===== src/verilog/cdcme_pkg.sv =====
// Shared constants for the converter mode and error reporting registers
`default_nettype none
package cdcme_pkg;
  // Register pointers
  localparam logic [7:0] REG_STATUS = 8'h18;
  localparam logic [7:0] REG_ERRCFG = 8'h19;
  localparam logic [7:0] REG_CONFIG = 8'h1a;
  localparam logic [7:0] REG_MUX = 8'h1b;
  // Reset values
  localparam logic [15:0] ERRCFG_RST = 16'h0000;
  localparam logic [15:0] CONFIG_RST = 16'h2801;
  localparam logic [15:0] MUX_RST = 16'h020f;
  // Error reporting control fields
  localparam int WD_TO_RESULT_BIT = 13;
  localparam int AH_TO_RESULT_BIT = 12;
  localparam int AL_TO_RESULT_BIT = 11;
  localparam int WD_TO_IRQ_BIT = 5;
  localparam int RDY_TO_IRQ_BIT = 0;
  // Operating setup fields
  localparam int CHSEL_HI = 15;
  localparam int CHSEL_LO = 14;
  localparam int SLEEP_BIT = 13;
  localparam int ACT_STYLE_BIT = 11;
  localparam int REF_SRC_BIT = 9;
  localparam int IRQ_MASK_BIT = 7;
  localparam int BOOST_BIT = 6;
  // Scan setup fields
  localparam int SEQ_EN_BIT = 15;
  localparam int ORDER_HI = 14;
  localparam int ORDER_LO = 13;
  // Status fields
  localparam int ST_CHAN_LO = 14;
  localparam int ST_WD_BIT = 11;
  localparam int ST_RDY_BIT = 6;
  // Scan order codes
  localparam logic [1:0] ORDER_TWO = 2'h0;
  localparam logic [1:0] ORDER_THREE = 2'h1;
  localparam logic [1:0] ORDER_FOUR = 2'h2;
  // Serial bus
  localparam logic [6:0] BUS_ADDR_DEFAULT = 7'h2a; // Arbitrary default
  localparam logic [3:0] BITS_PER_BYTE = 4'h8;
  typedef enum logic [5:0] {
    CDCME_IDLE = 6'h01,
    CDCME_ADDR = 6'h02,
    CDCME_RX = 6'h04,
    CDCME_ACK = 6'h08,
    CDCME_TX = 6'h10,
    CDCME_RACK = 6'h20
  } cdcme_state_e;
endpackage
`default_nettype wire


===== src/verilog/cdcme_regs.sv =====
// Mode and error reporting control registers with serial register port
`default_nettype none
module cdcme_regs
  import cdcme_pkg::*;
#(
  parameter logic [6:0] BUS_ADDR = BUS_ADDR_DEFAULT
) (
  // Clock and reset
  input wire logic ref_clk,
  input wire logic resetn,
  // Serial register pins
  input wire logic scl_pin,
  input wire logic sda_in,
  output logic sda_out,
  output logic sda_oe_n,
  // Events from the conversion core
  input wire logic conv_done,
  input wire logic watchdog_evt,
  input wire logic amp_high_evt,
  input wire logic amp_low_evt,
  input wire logic [1:0] event_chan,
  input wire logic result_read,
  input wire logic [1:0] result_read_chan,
  // Result word flags
  output logic [3:0] result_watchdog_flag,
  output logic [3:0] result_amplitude_flag,
  // Mode outputs
  output logic [1:0] conv_channel,
  output logic sleep_active,
  output logic full_current_activation,
  output logic reference_source_select,
  output logic boost_drive_ch0_en,
  // Interrupt pin
  output logic irq_n_pin
);
  // Last channel of a scan order
  function automatic logic [1:0] last_chan(input logic [1:0] order);
    unique case (order)
      ORDER_THREE: last_chan = 2'h2;
      ORDER_FOUR: last_chan = 2'h3;
      default: last_chan = 2'h1;
    endcase
  endfunction

  logic scl_m, scl_s, scl_d, sda_m, sda_s, sda_d;
  cdcme_state_e st_reg, st_next;
  logic [7:0] sh_reg, sh_next, ptr_reg, ptr_next, msb_reg, msb_next, tx_reg, tx_next;
  logic [7:0] lsb_reg, lsb_next;
  logic [3:0] bit_reg, bit_next;
  logic [1:0] byte_reg, byte_next;
  logic rw_reg, rw_next, rack_reg, rack_next, oe_reg, oe_next;
  logic wr_reg, wr_next, rd_reg, rd_next;
  logic [15:0] errcfg_reg, errcfg_next, config_reg, config_next, mux_reg, mux_next;
  logic [3:0] rwd_reg, rwd_next, ramp_reg, ramp_next;
  logic swd_reg, swd_next, srdy_reg, srdy_next, latched_reg, latched_next;
  logic [1:0] echan_reg, echan_next, ch_reg, ch_next;
  logic irq_reg, irq_next, sleep_reg, full_reg, ref_reg, boost_reg;
  logic start, stop, rise, fall, err_clr;
  logic [15:0] rdata;

  // Pin synchronisers plus one history stage
  always_ff @(posedge ref_clk or negedge resetn) begin
    if (!resetn) begin
      {scl_m, scl_s, scl_d} <= 3'h7;
      {sda_m, sda_s, sda_d} <= 3'h7;
    end else begin
      {scl_m, scl_s, scl_d} <= {scl_pin, scl_m, scl_s};
      {sda_m, sda_s, sda_d} <= {sda_in, sda_m, sda_s};
    end
  end

  assign start = scl_s & scl_d & sda_d & ~sda_s;
  assign stop = scl_s & scl_d & ~sda_d & sda_s;
  assign rise = scl_s & ~scl_d;
  assign fall = ~scl_s & scl_d;

  // Read data selection
  always_comb begin
    rdata = 16'h0000;
    unique case (ptr_reg)
      REG_STATUS: begin
        rdata[ST_CHAN_LO +: 2] = echan_reg;
        rdata[ST_WD_BIT] = swd_reg;
        rdata[ST_RDY_BIT] = srdy_reg;
      end
      REG_ERRCFG: rdata = errcfg_reg;
      REG_CONFIG: rdata = config_reg;
      REG_MUX: rdata = mux_reg;
      default: rdata = 16'h0000;
    endcase
  end

  // Serial slave next state: pointer, then MSB and LSB of each word
  always_comb begin
    st_next = st_reg;
    sh_next = sh_reg;
    ptr_next = ptr_reg;
    msb_next = msb_reg;
    tx_next = tx_reg;
    lsb_next = lsb_reg;
    bit_next = bit_reg;
    byte_next = byte_reg;
    rw_next = rw_reg;
    rack_next = rack_reg;
    oe_next = oe_reg;
    wr_next = 1'b0;
    rd_next = 1'b0;
    if (stop) begin
      st_next = CDCME_IDLE;
      oe_next = 1'b1;
    end else if (start) begin
      st_next = CDCME_ADDR;
      bit_next = 4'h0;
      byte_next = 2'h0;
      oe_next = 1'b1;
    end else begin
      unique case (st_reg)
        CDCME_IDLE: oe_next = 1'b1;
        CDCME_ADDR, CDCME_RX: begin
          if (rise && bit_reg < BITS_PER_BYTE) begin
            sh_next = {sh_reg[6:0], sda_s};
            bit_next = bit_reg + 4'h1;
          end else if (fall && bit_reg == BITS_PER_BYTE) begin
            st_next = CDCME_ACK;
            oe_next = 1'b0;
            if (st_reg == CDCME_ADDR) begin
              rw_next = sh_reg[0];
              if (sh_reg[7:1] != BUS_ADDR) begin
                st_next = CDCME_IDLE;
                oe_next = 1'b1;
              end
            end else begin
              if (byte_reg == 2'h0) ptr_next = sh_reg;
              if (byte_reg == 2'h1) msb_next = sh_reg;
              wr_next = (byte_reg == 2'h2);
              byte_next = (byte_reg == 2'h2) ? 2'h1 : byte_reg + 2'h1;
            end
          end
        end
        CDCME_ACK: begin
          if (fall) begin
            bit_next = 4'h0;
            oe_next = 1'b1;
            st_next = CDCME_RX;
            if (rw_reg) begin
              tx_next = rdata[15:8];
              lsb_next = rdata[7:0]; // Snapshot, clear-on-read must not empty low byte
              rd_next = (ptr_reg == REG_STATUS);
              oe_next = rdata[15];
              bit_next = 4'h1;
              byte_next = 2'h0;
              st_next = CDCME_TX;
            end
          end
        end
        CDCME_TX: begin
          if (fall) begin
            if (bit_reg == BITS_PER_BYTE) begin
              oe_next = 1'b1;
              st_next = CDCME_RACK;
            end else begin
              tx_next = {tx_reg[6:0], 1'b0};
              oe_next = tx_reg[6];
              bit_next = bit_reg + 4'h1;
            end
          end
        end
        CDCME_RACK: begin
          if (rise) rack_next = sda_s;
          if (fall) begin
            st_next = CDCME_IDLE;
            if (!rack_reg) begin
              tx_next = byte_reg[0] ? rdata[15:8] : lsb_reg;
              oe_next = byte_reg[0] ? rdata[15] : lsb_reg[7];
              if (byte_reg[0]) lsb_next = rdata[7:0];
              rd_next = byte_reg[0] && (ptr_reg == REG_STATUS);
              byte_next = {1'b0, ~byte_reg[0]};
              bit_next = 4'h1;
              st_next = CDCME_TX;
            end
          end
        end
      endcase
    end
  end

  always_ff @(posedge ref_clk or negedge resetn) begin
    if (!resetn) begin
      st_reg <= CDCME_IDLE;
      sh_reg <= 8'h00;
      ptr_reg <= 8'h00;
      msb_reg <= 8'h00;
      tx_reg <= 8'h00;
      lsb_reg <= 8'h00;
      bit_reg <= 4'h0;
      byte_reg <= 2'h0;
      rw_reg <= 1'b0;
      rack_reg <= 1'b1;
      oe_reg <= 1'b1;
      wr_reg <= 1'b0;
      rd_reg <= 1'b0;
    end else begin
      st_reg <= st_next;
      sh_reg <= sh_next;
      ptr_reg <= ptr_next;
      msb_reg <= msb_next;
      tx_reg <= tx_next;
      lsb_reg <= lsb_next;
      bit_reg <= bit_next;
      byte_reg <= byte_next;
      rw_reg <= rw_next;
      rack_reg <= rack_next;
      oe_reg <= oe_next;
      wr_reg <= wr_next;
      rd_reg <= rd_next;
    end
  end

  // Control registers, latched events and mode decoding
  assign err_clr = rd_reg | (result_read & (result_read_chan == echan_reg));
  always_comb begin
    errcfg_next = errcfg_reg;
    config_next = config_reg;
    mux_next = mux_reg;
    if (wr_reg && ptr_reg == REG_ERRCFG) errcfg_next = {msb_reg, sh_reg};
    if (wr_reg && ptr_reg == REG_CONFIG) config_next = {msb_reg, sh_reg};
    if (wr_reg && ptr_reg == REG_MUX) mux_next = {msb_reg, sh_reg};
    rwd_next = rwd_reg;
    ramp_next = ramp_reg;
    if (result_read) begin
      rwd_next[result_read_chan] = 1'b0;
      ramp_next[result_read_chan] = 1'b0;
    end
    if (watchdog_evt && errcfg_reg[WD_TO_RESULT_BIT]) rwd_next[event_chan] = 1'b1;
    if ((amp_high_evt && errcfg_reg[AH_TO_RESULT_BIT]) ||
        (amp_low_evt && errcfg_reg[AL_TO_RESULT_BIT]))
      ramp_next[event_chan] = 1'b1;
    swd_next = err_clr ? 1'b0 : swd_reg;
    latched_next = err_clr ? 1'b0 : latched_reg;
    echan_next = err_clr ? 2'h0 : echan_reg;
    if (watchdog_evt && errcfg_reg[WD_TO_IRQ_BIT]) begin
      swd_next = 1'b1;
      latched_next = 1'b1;
      if (!latched_reg || err_clr) echan_next = event_chan;
    end
    srdy_next = rd_reg ? 1'b0 : srdy_reg;
    if (conv_done && errcfg_reg[RDY_TO_IRQ_BIT] &&
        (!mux_reg[SEQ_EN_BIT] || ch_reg == last_chan(mux_reg[ORDER_HI:ORDER_LO])))
      srdy_next = 1'b1;
    ch_next = config_reg[CHSEL_HI:CHSEL_LO];
    if (mux_reg[SEQ_EN_BIT]) begin
      ch_next = ch_reg;
      if (ch_reg > last_chan(mux_reg[ORDER_HI:ORDER_LO])) ch_next = 2'h0;
      else if (conv_done)
        ch_next = (ch_reg == last_chan(mux_reg[ORDER_HI:ORDER_LO])) ? 2'h0 :
          ch_reg + 2'h1;
    end
    irq_next = ~((swd_next | srdy_next) & ~config_reg[IRQ_MASK_BIT]);
  end

  always_ff @(posedge ref_clk or negedge resetn) begin
    if (!resetn) begin
      errcfg_reg <= ERRCFG_RST;
      config_reg <= CONFIG_RST;
      mux_reg <= MUX_RST;
      rwd_reg <= 4'h0;
      ramp_reg <= 4'h0;
      swd_reg <= 1'b0;
      srdy_reg <= 1'b0;
      latched_reg <= 1'b0;
      echan_reg <= 2'h0;
      ch_reg <= 2'h0;
      irq_reg <= 1'b1;
      sleep_reg <= CONFIG_RST[SLEEP_BIT];
      full_reg <= ~CONFIG_RST[ACT_STYLE_BIT];
      ref_reg <= CONFIG_RST[REF_SRC_BIT];
      boost_reg <= 1'b0;
    end else begin
      errcfg_reg <= errcfg_next;
      config_reg <= config_next;
      mux_reg <= mux_next;
      rwd_reg <= rwd_next;
      ramp_reg <= ramp_next;
      swd_reg <= swd_next;
      srdy_reg <= srdy_next;
      latched_reg <= latched_next;
      echan_reg <= echan_next;
      ch_reg <= ch_next;
      irq_reg <= irq_next;
      sleep_reg <= config_next[SLEEP_BIT];
      full_reg <= ~config_next[ACT_STYLE_BIT];
      ref_reg <= config_next[REF_SRC_BIT];
      boost_reg <= config_next[BOOST_BIT] & ~mux_next[SEQ_EN_BIT];
    end
  end

  // Outputs straight from flops, sda_out tied low
  assign sda_out = 1'b0;
  assign sda_oe_n = oe_reg;
  assign result_watchdog_flag = rwd_reg;
  assign result_amplitude_flag = ramp_reg;
  assign conv_channel = ch_reg;
  assign sleep_active = sleep_reg;
  assign full_current_activation = full_reg;
  assign reference_source_select = ref_reg;
  assign boost_drive_ch0_en = boost_reg;
  assign irq_n_pin = irq_reg;
endmodule
`default_nettype wire


===== config.mk =====
export PLATFORM = sky130hd
export DESIGN_NAME = cdcme_regs
export DESIGN_NICKNAME = d
export VERILOG_FILES = /design/src/verilog/cdcme_pkg.sv /design/src/verilog/cdcme_regs.sv
export SDC_FILE = /design/constraint.sdc
export NUM_CORES = 1
export LEC_CHECK = 0
export BUFFER_PORTS_ARGS = -buffer_cell sky130_fd_sc_hd__clkbuf_2
export CELL_PAD_IN_SITES_DETAIL_PLACEMENT = 0
export CELL_PAD_IN_SITES_GLOBAL_PLACEMENT = 2
export CORE_MARGIN = 2
export CORE_UTILIZATION = 45
export DETAILED_ROUTE_END_ITERATION = 8
export PLACE_DENSITY_LB_ADDON = 0.1
export RECOVER_POWER = 25
export SYNTH_ARGS = -nofsm -noshare
export SYNTH_HDL_FRONTEND = slang
export SYNTH_SLANG_ARGS = --single-unit
export TNS_END_PERCENT = 30

===== constraint.sdc =====
create_clock -name ref_clk -period 5 [get_ports ref_clk]
set_clock_uncertainty 0.15 [all_clocks]
set_input_delay 0.5 -clock ref_clk [delete_from_list [all_inputs] [get_ports ref_clk]]
set_output_delay 0.5 -clock ref_clk [all_outputs]
set_load 0.01 [all_outputs]

Word-level counts from Yosys, hierarchy flattened --
Cells that the tools add are included.
Word-level totals: output and inout port bits 17, flip-flop bits (word level) 130, word-level logic and storage cells 264
Cells by class: muxes and demuxes 107, bitwise operators 30, add/sub/neg operators 3, reductions and logical operators 38, $lt $le $gt $ge 6, eq/ne operators 44
Operators with widths (number):
- $mux 4 | 13
- $mux 7 | 7
- $mux 6 | 8
- $mux 2 | 20
- $mux 8 | 5
- $mux 1 | 34
- $eq 8x5->1 const B | 4
- $ne 3x3->1 const B | 10
- $ne 4x4->1 const B | 7
- $pmux 6 s4 | 1
- $pmux 7 s3 | 1
- $reduce_and 7->1 | 3
- $pmux 6 s3 | 1
- $reduce_and 9->1 | 2
- $mux 16 | 1
- $pmux 4 s4 | 1
- $pmux 8 s2 | 1
- $reduce_and 8->1 | 2
- $logic_and 1x1->1 | 14
- $mux 14 | 1
- $ne 2x2->1 const B | 7
- $not 1->1 | 13
- $pmux 2 s3 | 2
- $pmux 4 s3 | 1
- 41 further kinds | 69

Depth between registers and ports, before layout --
Gate-level depths: netlist of run 1.
depth after elaboration 11, depth in mapped cells 10, depth with buffers taken out 10

Worst setup path before layout of run 1 --
No wires, ideal clock.
path type reg2reg, start point register bit_reg[0], end point register ptr_reg[0], stages on the path, launching flop included 8, setup slack 2.667 ns, arrival 2.058 ns, setup time 0.125 ns, required time 4.725 ns, buffers on the path 1, cell sequence dfrtp_1 inv_1 ha_1 nor3b_1 nand2_1 or4_1 clkbuf_1 mux2_2
Between the ends: word-level cells in the longest chain between the ends 4
RTL lines:
- start, declared | RTL line cdcme_regs.sv:49 | logic [3:0] bit_reg, bit_next;
- start signal, assigned | RTL line cdcme_regs.sv:209 | bit_reg <= bit_next;
- $lt 4x4->1 | RTL line cdcme_regs.sv:120 | if (rise && bit_reg < BITS_PER_BYTE) begin
- $logic_and 1x1->1 | RTL line cdcme_regs.sv:120
- $not 1->1 (no line)
- $reduce_and 7->1 (no line) (*)
- end signal, assigned | RTL line cdcme_regs.sv:205 | ptr_reg <= ptr_next;
- end, declared | RTL line cdcme_regs.sv:47 | logic [7:0] sh_reg, sh_next, ptr_reg, ptr_next, msb_reg, msb_next, tx_reg, tx_next;
Every way passes the cells marked *; elsewhere a longest branch is shown, timed or not. A chain may end at the register's enable or synchronous reset.

==> flow_metrics.env, run 1 <==
export IMPL_die_h_um=119
export IMPL_dpl_cell_count=681
export IMPL_synth_distinct_cells=64
export IMPL_io_pins=30
export IMPL_die_area_um2=14100
export IMPL_rsz0062_at_grt="no"
export IMPL_post_drt_via_cell_ratio=5.72
export IMPL_grt_ovfl_total=0
export IMPL_seq_area_frac_synth=0.545
export IMPL_seq_area_um2=3230
export IMPL_path_clk_slew_ns=0.05
export IMPL_fin_util=0.535
export IMPL_cts_root_buf="clkbuf_16"
export IMPL_ir_drop_mv=0.253
export IMPL_grt_use_total=0.217
export IMPL_clkSinkCount=128
export IMPL_yosysWarnings=0
export IMPL_clockBufferDepth=2
export IMPL_wl_mm=14.3
export IMPL_hp_class="reg -> reg"
export IMPL_violations="max-capacitance violations, max-slew violations"
export IMPL_drc=0
export IMPL_synth_edf_count=0
export IMPL_crit_required_ns=5.36
export IMPL_rows=41
export IMPL_drt_iter0_markers=514
export IMPL_die_width_um=119
export IMPL_numCtsBuffers=17
export IMPL_cts_htree_levels=4
export IMPL_tightest_slew_ns=2.65
export IMPL_p_per_area_nw_per_um2=430
export IMPL_grt_pass1_wl_mm=22.9
export IMPL_synthCells=494
export IMPL_antenna_found_initial=0
export IMPL_timing_final_crit_period_ns=3.32
export IMPL_outcome="complete, but fails checks"
export IMPL_finalSetupViolCount=0
export IMPL_gp_congestion=0.869
export IMPL_initial_core_util=0.465
export IMPL_drv_cap=1
export IMPL_syn_avg_cell_area_um2=12.0
export IMPL_antenna_left=0
export IMPL_period_share=0.663
export IMPL_maxSlewViolCount=48
export IMPL_hold_violations=0
export IMPL_holdWs_ns=0.210
export IMPL_ys_async_sr_fraction=1.00
export IMPL_vias=4092
export IMPL_fmax_mhz=302
export IMPL_syn_area_um2=5910
export IMPL_worstPathMaxFanout=47
export IMPL_tritoncts="built"
export IMPL_final_cells=716
export IMPL_area_delta_synth_final_pct=15.1
export IMPL_cp_arrival_ns=3.68
export IMPL_drive_gt1_frac=0.307
export IMPL_critPathLaunchType="input port"
export IMPL_p_leak_nw=3.17
export IMPL_fin_nets=550
export IMPL_crit_path_end_kind="async pin"
export IMPL_tns_ns=0
export IMPL_antenna_cells=0
export IMPL_dr_pass1_iters=7
export IMPL_relSlewSlack=-0.768
export IMPL_first_global_vias=4032
export IMPL_ys_flop_type="dfrtp_1"
export IMPL_core_area_um2=12700
export IMPL_multi_input_area_um2=2530
export IMPL_fill_cells=1165
export IMPL_synth_fp_nets=513
export IMPL_critical_path_class="in -> async"
export IMPL_wl_per_cell_um=20.0
export IMPL_hpwl_mm=9.87
export IMPL_synth_seq_cells=128
export IMPL_grt_max_degree=48
export IMPL_portBuffers=28
export IMPL_insertion_delay_ns=0.42
==> final timing paths <==
| check | startpoint | slack, ns | endpoint | depth (start not counted) |
|---|---|---|---|---|
| max | resetn | 1.68 | errcfg_reg[5] | 3 |
| min | sda_m | 0.21 | sda_s | 0 |
| max reg2reg | ptr_reg[1] | 1.93 | boost_drive_ch0_en | 7 |
| min reg2reg | sda_m | 0.21 | sda_s | 0 |
| max in group ref_clk | ptr_reg[1] | 1.93 | boost_drive_ch0_en | 7 |
| min in group asynchronous | resetn | 1.31 | result_amplitude_flag[2] | 2 |
==> final cells by class <==
type / count / area share
clock inverter: 9 / 0.0123
inverter: 20 / 0.0110
sequential: 128 / 0.474
tap: 172 / 0.0316
multi-input combinational: 329 / 0.372
timing repair buffer: 35 / 0.0278
clock buffer: 23 / 0.0717
==> layout by cell type (no fill, tap or decap), types with 13 or more instances in the layout <==
cell | synthesis | layout
nand2_1 | 40 | 40
nor2_1 | 18 | 18
clkbuf_2 | 0 | 19
mux2_2 | 83 | 83
a21oi_1 | 13 | 13
a222oi_1 | 13 | 13
dfstp_2 | 18 | 16
inv_1 | 20 | 20
clkbuf_16 | 0 | 17
o21ai_0 | 24 | 24
dfrtp_1 | 110 | 110
==> metrics by stage <==
step	instance area, um^2	total power (W)	worst slack (ns)
after floorplan	5910	0.00159	2.67
after global placement	6220	0.00176	1.99
after detailed placement	6220	0.00176	1.94
after CTS	6820	0.00295	1.94
after global routing	6810	0.00308	1.13
final	6810	0.00293	1.68
==> layer usage <==
metal	wire, um	vias up	global-route usage	share of wire
met5	0	-	0	0
met4	193	0	0.0766	0.014
met3	703	16	0.0627	0.049
met2	6080	93	0.291	0.43
met1	7310	2079	0.330	0.51
li1	-	1904	-	-
==> Yosys cell counts (all sizes together), types with 2 or more instances <==
cell / instances / area [um^2]
nand4: 2 / 12.5
inv: 20 / 75.1
a22oi: 3 / 22.5
and2: 4 / 25.0
dfstp: 18 / 473
o21ai: 28 / 144
a21o: 3 / 22.5
a21oi: 13 / 65.1
nor2: 20 / 80.1
buf: 8 / 50.0
o211ai: 2 / 15.0
or4: 2 / 15.0
o22ai: 2 / 12.5
nand2: 42 / 163
mux2: 83 / 935
a22o: 10 / 87.6
or3b: 4 / 37.5
or4b: 2 / 20.0
nand2b: 4 / 25.0
nor3b: 4 / 30.0
xnor2: 2 / 17.5
nand3: 10 / 50.1
clkbuf: 9 / 33.8
and3: 3 / 18.8
dfrtp: 110 / 2750
a211oi: 2 / 15.0
ha: 6 / 75.1
o311ai: 2 / 25.0
a222oi: 13 / 130
mux2i: 9 / 90.1
nor4bb: 2 / 20.0
a31oi: 4 / 25.0
nor2b: 8 / 50.1
o21a: 2 / 15.0
o31ai: 2 / 15.0
nor3: 11 / 65.1
or3: 3 / 23.8
xor2: 2 / 17.5
a221oi: 2 / 17.5
nor4: 3 / 25.0
nand3b: 5 / 37.5
==> worst max-delay path, stage by stage <==
cell and delay (ns):
dlygate4sd3_1 0.52, clkbuf_1 1.88, buf_4 0.74
==> report_power, final <==
part	internal (W)	switching, W
clock	0.000733	0.000447
combinational	0.000232	0.000301
sequential	0.00110	0.000109
total	0.00207	0.000857
==> what timing repair did <==
action	CTS	global route
setup endpoints to repair	0	0
resized for setup	0	0
hold buffers	3	0
hold endpoints to repair	43	0
buffers inserted	0	0
==> kinds of logic (layout without fill, tap and decap cells) <==
| logic type | Yosys count | in the layout | synth area share |
|---|---|---|---|
| simple gates | 130 | 130 | 0.119 |
| other cells | 1 | 1 | 0.000634 |
| xor+xnor | 4 | 4 | 0.00592 |
| mux | 92 | 92 | 0.173 |
| flops | 128 | 128 | 0.545 |
| fa+ha+maj | 6 | 6 | 0.0127 |
| compound gates | 96 | 96 | 0.116 |
| buf+inv | 37 | 87 | 0.0269 |
(Power assumes the default switching activity.)
==> run 2, diff against run 1 <==
Settings changed: ABC_AREA set to 1, CORE_UTILIZATION 45 to 33.
Clock period 5 ns to 2.8 ns, I/O delays scaled along.
==> run 2 against run 1 <==
Largest power group is now the clock network; first-iteration DRC count down 30%; clock power increased by 110%; critical path depth up 6; final area up 6.7%; sequential share of layout area shrank 3.0 points; flip-flop and latch count is the same; routed wire length grew 20%; register-to-register slack got worse by 1.5 ns; worst hold slack got worse by 0.18 ns; synthesized cell count increased by 53%; non-clock buffer count grew 14; highest routed layer unchanged; the flow still finishes with violations (max-capacitance violations, max-slew violations).
==> flow_metrics.env, run 2 <==
export IMPL_reg2reg_depth=9
export IMPL_ir_drop_mv=0.438
export IMPL_wl_per_cell_um=16.3
export IMPL_antenna_found_initial=0
export IMPL_drv_cap=1
export IMPL_clockBufferDepth=2
export IMPL_crit_path_end_kind="flop"
export IMPL_portBuffers=28
export IMPL_maxSlewViolCount=29
export IMPL_netlist_area_leader_share=0.454
export IMPL_slowest_delay_ns=0.60
export IMPL_cp_arrival_ns=2.54
export IMPL_r2r_start="bit_reg[0]"
export IMPL_worstPathMaxFanout=9
export IMPL_dr_pass1_iters=5
export IMPL_post_drt_via_cell_ratio=4.84
export IMPL_drive_gt1_frac=0.135
export IMPL_synth_compound_area_frac=0.0988
export IMPL_yosys_mux_area_fraction=0
export IMPL_ys_flop_type="dfrtp_1"
export IMPL_multi_input_area_um2=2470
export IMPL_drc=0
export IMPL_first_global_vias=4934
export IMPL_relSlewSlack=-0.229
export IMPL_seq_area_frac_synth=0.532
export IMPL_cts_root_buf="clkbuf_16"
export IMPL_die_area_um2=19500
export IMPL_finalSetupViolCount=0
export IMPL_cts_htree_levels=4
export IMPL_die_width_um=140
export IMPL_synth_top_family_by_area="simple AND/OR/NAND/NOR gates"
export IMPL_yosysTopAreaCell="dfrtp_1"
export IMPL_cp_buffers_inverters=1
export IMPL_violations="max-capacitance violations, max-slew violations"
export IMPL_fill_cells=1894
export IMPL_grtUsageMet2=0.294
export IMPL_p_per_area_nw_per_um2=785
export IMPL_critPathTopFamily="simple AND/OR/NAND/NOR gates"
export IMPL_vias=5080
export IMPL_timing_final_crit_period_ns=2.38
export IMPL_grt_ovfl_total=0
export IMPL_grt_use_total=0.185
export IMPL_antenna_cells=0
export IMPL_antenna_left=0
export IMPL_synth_top_cells_by_area="dfrtp_1, nand2_1, dfstp_2"
export IMPL_cp_startpoint="bit_reg[0]"
export IMPL_insertion_delay_ns=0.42
export IMPL_gp_congestion=0.834
export IMPL_tritoncts="built"
export IMPL_postCtsSetupBuffers=0
export IMPL_critPathLaunchType="flop"
export IMPL_busiest_layer="met2"
export IMPL_synth_fa_ha_area_frac=0.0124
export IMPL_io_pins=30
export IMPL_synth_seq_cells=128
export IMPL_ys_async_sr_fraction=1.00
export IMPL_syn_avg_cell_area_um2=8.02
export IMPL_tightest_slew_ns=1.84
export IMPL_synth_distinct_cells=39
export IMPL_grtUsageMet3=0.0406
export IMPL_wl_mm=17.1
export IMPL_grt_max_degree=53
export IMPL_synthXorXnorAreaFrac=0.00578
export IMPL_synth_edf_count=0
export IMPL_cpMostUsedCell="nand2_1"
export IMPL_yosys_cell_count_top_type="nand2_1"
export IMPL_synth_fp_nets=775
export IMPL_slowest_stage="nor4_4"
export IMPL_rrSetupSlack_ns=0.42
export IMPL_hold_violations=0
export IMPL_rsz0062_at_grt="no"
export IMPL_outcome="complete, but fails checks"
export IMPL_synthCells=756
export IMPL_area_delta_synth_final_pct=19.8
export IMPL_p_leak_nw=3.47
export IMPL_crit_chain="inv_1, ha_1, nand2_1, nor2_1, nand2_1, nor4_4, nand2_2, nand2_1, nand2_1"
export IMPL_rows=49
export IMPL_tns_ns=0
export IMPL_fmax_mhz=419
export IMPL_crit_required_ns=2.96
export IMPL_regToRegEndpoint="msb_reg[4]"
export IMPL_critical_path_class="reg -> reg"
export IMPL_core_area_um2=18000
export IMPL_hp_class="in -> reg"
export IMPL_fin_util=0.403
export IMPL_cp_num_cells=9
export IMPL_cts_resized=0
export IMPL_synthSimpleGateAreaFrac=0.289
export IMPL_numCtsBuffers=17
export IMPL_clkSinkCount=128
export IMPL_synth_commonest_cells="nand2_1, dfrtp_1, o21ai_0, inv_1, nand3_1"
export IMPL_path_clk_slew_ns=0.06
export IMPL_hpwl_mm=12.6
export IMPL_final_common_cell="nand2_1"
export IMPL_holdBufCountCts=7
export IMPL_grt_pass1_wl_mm=27.7
export IMPL_drt_iter0_markers=358
export IMPL_hold_depth=3
export IMPL_grt_use_met1=0.261
export IMPL_yosysWarnings=0
export IMPL_final_cell_mix="nand2_1, dfrtp_1, o21ai_0"
export IMPL_syn_area_um2=6070
export IMPL_fin_nets=826
export IMPL_seq_area_um2=3230
export IMPL_initial_core_util=0.337
export IMPL_period_share=0.852
export IMPL_endpoint="msb_reg[4]"
export IMPL_die_h_um=140
## run 2: cell count changes after synthesis, moves of 13 or more
cell / before / now
a222oi_1: 13 / 0
inv_1: 20 / 72
mux2_2: 83 / 0
nand2_1: 40 / 267
nand3_1: 10 / 59
nor2_1: 18 / 48
o21ai_0: 24 / 88
## run 2: power by group
part,internal (W),leakage [nW],switching (W)
Sequential,0.00200,1.69,0.000120
Combinational,0.000308,1.47,0.000781
Clock,0.00160,0.310,0.000900
## run 2: cells by family after synthesis
| family | count (synthesis) |
|---|---|
| AND/OR/NAND/NOR | 410 |
| flip-flops | 128 |
| AO/OA/AOI/OAI | 113 |
| buffers and inverters | 94 |
| adder cells (fa/ha/maj) | 6 |
| XOR/XNOR | 4 |
| other | 1 |
## run 2: area by class of cell
type	count	area share
flip-flops and latches	128	0.444
multi-input cells	534	0.340
clock buffers	18	0.0591
repair buffers	49	0.0463
inverters	77	0.0400
well taps	229	0.0394
clock inverters	14	0.0313
## run 2: how the worst min path moves through the flow
stage	from	to	slack, ns
after floorplan	resetn	bit_reg[0]	-0.17
after global placement	resetn	result_watchdog_flag[2]	0.09
after detailed placement	resetn	result_watchdog_flag[2]	0.10
after CTS	conv_done	srdy_reg	0.004
after global routing	conv_done	conv_channel[0]	0.06
final	conv_done	srdy_reg	0.02
## run 2: worst reg2reg max path, delay by kind of cell, from the launching register on
kind / cells / cell delay (ns)
adder cells (fa/ha/maj): 1 / 0.14
buffers and inverters: 1 / 0.10
flip-flops: 1 / 0.42
AND/OR/NAND/NOR: 7 / 1.47
## run 2: through the flow
step           cells  hold WS [ns]  power [W]  setup slack (ns)  cell area, um^2
2_1_floorplan    756        -0.166    0.00290             0.838             6070
3_3_place_gp    1010        0.0949    0.00323             0.462             6540
3_5_place_dp    1010         0.103    0.00325             0.473             6540
4_1_cts         1049       0.00426    0.00577             0.450             7270
5_1_grt         1049        0.0595    0.00602             0.199             7260
6_report        1049        0.0250    0.00571             0.415             7260
## run 2: routing by layer
metal	up-vias	share of wire
met3	12	0.029
li1	2544	-
met5	-	0
met1	2451	0.49
met2	73	0.47
met4	0	0.0087
